[config.mk]
export PLATFORM = sky130hd
export DESIGN_NAME = line_state_condition_mask
export DESIGN_NICKNAME = d
export VERILOG_FILES = /design/src/line_state_condition_pkg.sv /design/src/line_state_condition_mask.sv
export SDC_FILE = /design/constraint.sdc
export NUM_CORES = 1
export LEC_CHECK = 0
export BUFFER_PORTS_ARGS = -buffer_cell sky130_fd_sc_hd__buf_2
export CAP_MARGIN = 20
export CELL_PAD_IN_SITES_DETAIL_PLACEMENT = 1
export CELL_PAD_IN_SITES_GLOBAL_PLACEMENT = 2
export CORE_UTILIZATION = 33
export CTS_CLUSTER_SIZE = 40
export DETAILED_ROUTE_END_ITERATION = 10
export MAX_ROUTING_LAYER = met4
export PLACE_DENSITY = 0.92
export RECOVER_POWER = 25
export SYNTH_ARGS = -nofsm -noshare
export SYNTH_HDL_FRONTEND = slang
export SYNTH_SLANG_ARGS = --single-unit
[constraint.sdc]
create_clock -name core_clk -period 4.27 [get_ports core_clk]
set_input_delay 0.427 -clock core_clk [delete_from_list [all_inputs] [get_ports core_clk]]
set_output_delay 0.427 -clock core_clk [all_outputs]
set_load 0.005 [all_outputs]
[src/line_state_condition_pkg.sv]
// Register map, field positions and constants for the line state condition block
package line_state_condition_pkg;

    // ---------------------------------------------------------------
    // Register offsets on the control bus
    // ---------------------------------------------------------------
    localparam logic [4:0] ADDR_RECEIVE_CONDITION_SECOND = 5'h0a;
    localparam logic [4:0] ADDR_RECEIVE_CONDITION_FIRST_MASK = 5'h0b;

    // ---------------------------------------------------------------
    // Reset values
    // ---------------------------------------------------------------
    localparam logic [7:0] RESET_RECEIVE_CONDITION_SECOND = 8'h00;
    localparam logic [7:0] RESET_RECEIVE_CONDITION_FIRST_MASK = 8'h00;
    localparam logic [7:0] UNMAPPED_READ_VALUE = 8'h00;

    // ---------------------------------------------------------------
    // Second condition register fields
    // ---------------------------------------------------------------
    localparam int IDLE_LINE_STATE_FLAG_POS = 0;
    localparam int COUNT_EXPIRY_FLAG_POS = 1;
    localparam int ACTIVE_LINE_FLAG_POS = 2;
    localparam int UNKNOWN_LINE_VALID_FLAG_POS = 3;
    localparam int CASCADE_OR_SERVICE_EVENT_POS = 4;
    localparam int ELASTIC_BUFFER_FAULT_POS = 5;
    localparam int SUPER_IDLE_FLAG_POS = 6;
    localparam int SPARE_BIT_B7_POS = 7;

    // Bits that outside logic may set directly
    localparam logic [7:0] EXTERNAL_SET_BITS = 8'h3b;

    // ---------------------------------------------------------------
    // First condition mask fields
    // ---------------------------------------------------------------
    localparam int NO_SIGNAL_ENABLE_POS = 0;
    localparam int QUIET_LINE_ENABLE_POS = 1;
    localparam int HALT_LINE_ENABLE_POS = 2;
    localparam int MASTER_LINE_ENABLE_POS = 3;
    localparam int NOISE_LINE_ENABLE_POS = 4;
    localparam int NOISE_LIMIT_ENABLE_POS = 5;
    localparam int LINE_CHANGE_ENABLE_POS = 6;
    localparam int UNKNOWN_INVALID_ENABLE_POS = 7;

    // ---------------------------------------------------------------
    // Symbol pair patterns, first symbol in bits 9:5
    // ---------------------------------------------------------------
    localparam logic [9:0] PAIR_QUIET = 10'h000;
    localparam logic [9:0] PAIR_HALT = 10'h084;
    localparam logic [9:0] PAIR_MASTER = 10'h080;
    localparam logic [9:0] PAIR_IDLE = 10'h3ff;
    localparam logic [9:0] PAIR_START_JK = 10'h311;

    // Consecutive pairs needed to recognise a line state
    localparam int LINE_STATE_PAIRS = 8;

    // Pattern class of one symbol pair, one-hot
    typedef enum logic [4:0] {
        CLASS_OTHER  = 5'b00001,
        CLASS_QUIET  = 5'b00010,
        CLASS_HALT   = 5'b00100,
        CLASS_MASTER = 5'b01000,
        CLASS_IDLE   = 5'b10000
    } pair_class_t;

endpackage : line_state_condition_pkg

[src/line_state_condition_mask.sv]
// Second receive condition register, first condition mask and summary bits
`timescale 1ns/1ps
`default_nettype none

// Notes on behaviour
// (RL1) Eight or more consecutive Idle pairs set the super idle flag.
// (RL2) The spare bit b7 resets to 0 and is freely written; it also feeds the second summary when its mask bit is 1.
// (RL3) Software may rewrite the first condition mask at any time.
// (RL4) The first summary is 1 whenever any first flag and its mask bit are both 1.
// (RL5) The first condition mask resets to all zero.
// (RL6) Mask bits 0 and 1 enable the no signal and quiet line flags.
// (RL7) Mask bits 2 and 3 enable the halt line and master line flags.
// (RL8) Mask bits 4 and 5 enable the noise line and noise limit flags.
// (RL9) Mask bits 6 and 7 enable the line change and unknown line invalid flags.
// (RL10) Entering a line state sets its flag and leaves other set flags as they were.
// (RL11) The second summary is 1 whenever any second flag and its mask bit are both 1.
// (RL12) Quiet, halt and master are recognised after eight consecutive matching pairs.
// (RL13) A JK starting delimiter pair sets the active line flag.
module line_state_condition_mask #(
    parameter int PAIRS_NEEDED = line_state_condition_pkg::LINE_STATE_PAIRS
) (
    // Clock and reset
    input wire logic core_clk,
    input wire logic rst_n,
    // Control bus
    input wire logic [4:0] cbus_addr,
    input wire logic cbus_rd,
    input wire logic cbus_wr,
    input wire logic [7:0] cbus_wdata,
    output logic [7:0] cbus_rdata,
    // Received symbol pairs
    input wire logic pair_valid,
    input wire logic [9:0] pair_data,
    // Condition sources outside this block
    input wire logic [7:0] second_set,
    input wire logic [7:0] receive_condition_first,
    input wire logic [7:0] receive_condition_second_mask,
    // Summary bits and recognised line states
    output logic first_condition_summary,
    output logic second_condition_summary,
    output logic quiet_line_seen,
    output logic halt_line_seen,
    output logic master_line_seen
);

    // ---------------------------------------------------------------
    // Pair classification
    // ---------------------------------------------------------------
    function automatic line_state_condition_pkg::pair_class_t classify(input logic [9:0] pair);
        case (pair)
            line_state_condition_pkg::PAIR_QUIET: classify = line_state_condition_pkg::CLASS_QUIET;
            line_state_condition_pkg::PAIR_HALT: classify = line_state_condition_pkg::CLASS_HALT;
            line_state_condition_pkg::PAIR_MASTER: classify = line_state_condition_pkg::CLASS_MASTER;
            line_state_condition_pkg::PAIR_IDLE: classify = line_state_condition_pkg::CLASS_IDLE;
            default: classify = line_state_condition_pkg::CLASS_OTHER;
        endcase
    endfunction

    // ---------------------------------------------------------------
    // Run length recogniser
    // ---------------------------------------------------------------
    // Count saturates so a long run reports its line state only once
    line_state_condition_pkg::pair_class_t run_class;
    line_state_condition_pkg::pair_class_t next_run_class;
    logic [3:0] run_count;
    logic [3:0] next_run_count;
    logic run_hit;
    logic next_run_hit;
    line_state_condition_pkg::pair_class_t pair_class;
    logic [3:0] pairs_needed;

    assign pairs_needed = 4'(PAIRS_NEEDED);
    assign pair_class = classify(pair_data);

    always_comb begin
        next_run_class = run_class;
        next_run_count = run_count;
        next_run_hit = 1'b0;
        if (pair_valid) begin
            if (pair_class != run_class) begin
                next_run_class = pair_class;
                next_run_count = 4'h1;
            end else if (run_count < pairs_needed) begin
                next_run_count = run_count + 4'h1;
            end
            // Fires on the pair that completes the run
            next_run_hit = (next_run_count == pairs_needed) && (run_count != pairs_needed)
                && (pair_class != line_state_condition_pkg::CLASS_OTHER); // RL12 RL1
        end
    end

    always_ff @(posedge core_clk or negedge rst_n) begin
        if (!rst_n) begin
            run_class <= line_state_condition_pkg::CLASS_OTHER;
            run_count <= 4'h0;
            run_hit <= 1'b0;
        end else begin
            run_class <= next_run_class;
            run_count <= next_run_count;
            run_hit <= next_run_hit;
        end
    end

    // Recognition is reported two cycles after the completing pair
    logic next_quiet_seen;
    logic next_halt_seen;
    logic next_master_seen;
    logic super_idle_hit;
    logic active_hit;

    always_comb begin
        next_quiet_seen = 1'b0;
        next_halt_seen = 1'b0;
        next_master_seen = 1'b0;
        super_idle_hit = 1'b0;
        if (run_hit) begin
            case (run_class)
                line_state_condition_pkg::CLASS_QUIET: next_quiet_seen = 1'b1; // RL12
                line_state_condition_pkg::CLASS_HALT: next_halt_seen = 1'b1; // RL12
                line_state_condition_pkg::CLASS_MASTER: next_master_seen = 1'b1; // RL12
                line_state_condition_pkg::CLASS_IDLE: super_idle_hit = 1'b1; // RL1
                default: super_idle_hit = 1'b0;
            endcase
        end
        active_hit = pair_valid && (pair_data == line_state_condition_pkg::PAIR_START_JK); // RL13
    end

    always_ff @(posedge core_clk or negedge rst_n) begin
        if (!rst_n) begin
            quiet_line_seen <= 1'b0;
            halt_line_seen <= 1'b0;
            master_line_seen <= 1'b0;
        end else begin
            quiet_line_seen <= next_quiet_seen;
            halt_line_seen <= next_halt_seen;
            master_line_seen <= next_master_seen;
        end
    end

    // ---------------------------------------------------------------
    // Registers
    // ---------------------------------------------------------------
    logic [7:0] receive_condition_second;
    logic [7:0] next_receive_condition_second;
    logic [7:0] receive_condition_first_mask;
    logic [7:0] next_receive_condition_first_mask;
    logic [7:0] next_cbus_rdata;
    logic [7:0] hw_set;
    logic wr_second;
    logic wr_mask;

    always_comb begin
        wr_second = cbus_wr && (cbus_addr == line_state_condition_pkg::ADDR_RECEIVE_CONDITION_SECOND);
        wr_mask = cbus_wr && (cbus_addr == line_state_condition_pkg::ADDR_RECEIVE_CONDITION_FIRST_MASK);
        hw_set = second_set & line_state_condition_pkg::EXTERNAL_SET_BITS;
        hw_set[line_state_condition_pkg::SUPER_IDLE_FLAG_POS] = super_idle_hit; // RL1
        hw_set[line_state_condition_pkg::ACTIVE_LINE_FLAG_POS] = active_hit; // RL13
        hw_set[line_state_condition_pkg::IDLE_LINE_STATE_FLAG_POS] =
            second_set[line_state_condition_pkg::IDLE_LINE_STATE_FLAG_POS];

        // Writing 0 clears a flag, 1 leaves it; a set in the same cycle wins
        next_receive_condition_second = receive_condition_second;
        if (wr_second) begin
            next_receive_condition_second = receive_condition_second & cbus_wdata;
            // Spare bit is plain storage, but it still feeds the second summary through its mask bit
            next_receive_condition_second[line_state_condition_pkg::SPARE_BIT_B7_POS] =
                cbus_wdata[line_state_condition_pkg::SPARE_BIT_B7_POS]; // RL2
        end
        next_receive_condition_second = next_receive_condition_second | hw_set; // RL10

        next_receive_condition_first_mask = receive_condition_first_mask;
        if (wr_mask) begin
            next_receive_condition_first_mask = cbus_wdata; // RL3
        end

        next_cbus_rdata = cbus_rdata;
        if (cbus_rd) begin
            case (cbus_addr)
                line_state_condition_pkg::ADDR_RECEIVE_CONDITION_SECOND:
                    next_cbus_rdata = receive_condition_second;
                line_state_condition_pkg::ADDR_RECEIVE_CONDITION_FIRST_MASK:
                    next_cbus_rdata = receive_condition_first_mask;
                default: next_cbus_rdata = line_state_condition_pkg::UNMAPPED_READ_VALUE;
            endcase
        end
    end

    always_ff @(posedge core_clk or negedge rst_n) begin
        if (!rst_n) begin
            receive_condition_second <= line_state_condition_pkg::RESET_RECEIVE_CONDITION_SECOND; // RL2
            receive_condition_first_mask <= line_state_condition_pkg::RESET_RECEIVE_CONDITION_FIRST_MASK; // RL5
            cbus_rdata <= line_state_condition_pkg::UNMAPPED_READ_VALUE;
        end else begin
            receive_condition_second <= next_receive_condition_second;
            receive_condition_first_mask <= next_receive_condition_first_mask;
            cbus_rdata <= next_cbus_rdata;
        end
    end

    // ---------------------------------------------------------------
    // Summary bits
    // ---------------------------------------------------------------
    // Bit n of the mask gates bit n of the first flags, one for one
    logic next_first_summary;
    logic next_second_summary;

    always_comb begin
        next_first_summary = |(receive_condition_first & receive_condition_first_mask); // RL4 RL6 RL7 RL8 RL9
        next_second_summary = |(receive_condition_second & receive_condition_second_mask); // RL11
    end

    always_ff @(posedge core_clk or negedge rst_n) begin
        if (!rst_n) begin
            first_condition_summary <= 1'b0;
            second_condition_summary <= 1'b0;
        end else begin
            first_condition_summary <= next_first_summary;
            second_condition_summary <= next_second_summary;
        end
    end

endmodule // line_state_condition_mask

`default_nettype wire

==> run metrics <==
met2 Use GR=30.2%; Synth Flop Type=dfrtp_1; met1 GRT Util=20.9%; Post-synth EDFFs=0; count of cell types in the netlist=38; met3 usage=3.33%; skew final=0.00742 ns; dpl hpwl=3790 µm; post-synthesis cell area=approximately 1900 µm²; WP data arrival=2.37 ns; DRT Wirelength=4970 µm; Least-Margin Pin Slew=2.11 ns; pre-CTS setup slack=1.76 ns; root buffer cell=clkbuf_8; area leader, netlist=dfrtp_1; H-tree depth=2; CP Buf/Inv Count=1; Final Hold Fails=0; slowest CP cell=or4_4; Area contributors post-synth=dfrtp_1 (49%), mux2_2 (10%), o21ai_0 (4.9%), nand3_1 (3.3%), a22oi_1 (3.1%); postcts setup bufs=0; CTS clock-pin slew for the worst setup and hold paths=0.08 ns; number of diodes=0; wire per inst=between 15 and 20 µm; critical path class=input port to register; post-route ant nets=0; sw frac=27.5%; Port Buf Inserts=61; First DRT Iteration DRCs=91; critical-path cell list=buf_2 -> or4_4 -> o32a_1 -> a31oi_2 -> o2111ai_4 -> nand2_2 -> mux2_4; post-synth top area share=48.8%; Pleak=0.00114 µW; clk_lat worst skew=between 0.2 and 0.3 ns; failing checks=capacitance limit, slew limit; mean post-synth cell area=about 11 µm²; fmax=between 400 and 500 MHz; core box area=between 5000 and 6000 µm²; #FFs+latches synth=39; crit-path max cell delay=0.56 ns; status=complete, but fails checks; Max-Cap Viols=1; vias after detailed routing=1671; die area=6220 µm²; unrepaired setup endpoints after global routing=no; fin crit share=51.4%; setup TNS=0 ns; Rel. slew slack=-40.4%; P&R area growth vs syn=25.9%; yosys warns=0; initial antenna violation count=0; Psw=262 µW; Die H=78.9 µm; vias per inst=5.22; count leader, synth=dfrtp_1; Clk pwr share=33.6%; post-synth net total=~240; TritonRoute pass-1 iters=4; Cells after Synth=182; power per cell area=389 nW/µm²; Startpoint Class=input port; crit end category=register; Critical Path RT=roughly 4.5 ns; Horiz. Die Dim=between 70 and 80 µm; first-pass GRT wire length=8090 µm; Top Ports=between 60 and 70; Int Power=693 µW; Peak VDD IR=0.153 mV; Flop pwr share=roughly 48%; starting density of the core=34.8%; Post-synth top cells=dfrtp_1 (38), o21ai_0 (19), mux2_2 (18); CTS tree=done; share of cells above drive strength 1=39.1%; Top Usage Layer GRT=met2; Top delay family on crit path=compound AO/OA/AOI/OAI gates; FP Rows=27; CTS buffer count=5; fin crit period=2.19 ns; CP max FO=7; Total Routing Usage GR=17.5%; RePlAce Congestion=0.760; Setup violations, final=0; Seq/Total Area, Yosys=50.1%; worst-case clock buffer depth=2; largest net degree at the start of global routing=40; worst min-delay path class=input port to register; Post-synth ARST share=100%; fin nets=between 300 and 400; post-cts gate resize count=0; hold buffer count at CTS=0; Slew Limit Fails=40; number of global-route vias before repair=between 1500 and 2000; DRC=0; Comb pwr share=18.6%; PnR worst setup slack=2.08 ns; grt ovf=0; CTS Sinks=39
==> state kept, by name, summed over array words and instances, names as in the netlist <==
register,flops
receive_condition_second,8
receive_condition_first_mask,8
run_hit,1
first_condition_summary,1
run_count,4
master_line_seen,1
halt_line_seen,1
cbus_rdata,8
second_condition_summary,1
quiet_line_seen,1
run_class,5
==> layout by cell type (no fill, tap or decap), types with 2 or more instances in the layout <==
cell type and n:
buf_2 60, xnor2_1 2, a211oi_1 2, mux2_2 18
nor3_1 6, a22oi_1 8, a21o_2 2, nor4b_1 2
nor2_1 4, nand3_1 13, nand2_1 10, nor4bb_1 2
o21ai_0 19, or4_4 2, a21oi_1 3, nand2b_1 6
clkbuf_8 6, nand4_1 4, inv_1 15, dfrtp_1 38
ha_1 2, nand3b_1 3
==> stage by stage <==
stage	hold WS, ns	instance area (µm²)	total power [µW]	util (%)	cells
finish	0.330	2450	956	43.8	320
global route	0.322	2450	1010	43.8	320
detailed placement	0.498	2340	644	41.7	312
global placement	0.503	2340	632	41.7	312
CTS	0.282	2450	966	43.8	320
floorplan	0.131	1950	566	-	182
==> cell type report <==
| class | instances | area [µm²] |
|---|---|---|
| clock buffers | 6 | 82.6 |
| multi-input cells | 124 | 901 |
| well taps | 72 | 90.1 |
| flip-flops and latches | 39 | 977 |
| repair buffers | 62 | 312 |
| clock inverters | 2 | 35.0 |
| fillers | 647 | 3150 |
| inverters | 15 | 56.3 |
==> worst paths after layout <==
kind,startpoint,endpoint,slack [ns],cells after the start
worst max-delay path,pair_data[3],run_class[2],2.08,7
worst min-delay path,second_set[3],receive_condition_second[3],0.33,2
worst max register to register,run_class[3],run_class[2],2.40,6
worst min register to register,run_class[3],halt_line_seen,0.50,1
max in group asynchronous,rst_n,receive_condition_first_mask[0],2.33,1
min in group asynchronous,rst_n,cbus_rdata[1],0.73,1
==> power by group through the flow <==
| stage | clock, µW | sequential [µW] | combinational [µW] |
|---|---|---|---|
| 2_1_floorplan | 0 | 450 | 115 |
| 3_3_place_gp | 0 | 461 | 171 |
| 3_5_place_dp | 0 | 465 | 179 |
| 4_1_cts | 328 | 457 | 181 |
| 5_1_grt | 346 | 464 | 200 |
| 6_report | 321 | 456 | 178 |
==> layer usage <==
layer	wire length, µm	up-vias
li1	-	796
met1	2220	813
met2	2420	56
met3	281	6
met4	52	0
met5	0	-
==> logic make-up after synthesis <==
kind of cell             share of synthesized area, %
AO/OA/AOI/OAI                                    15.1
XOR/XNOR                                        0.899
adder cells (fa/ha/maj)                          1.28
buffers and inverters                            3.66
flip-flops                                       50.1
multiplexers                                     11.7
AND/OR/NAND/NOR                                  17.2
No activity file was read; power rests on OpenSTA's default activity.
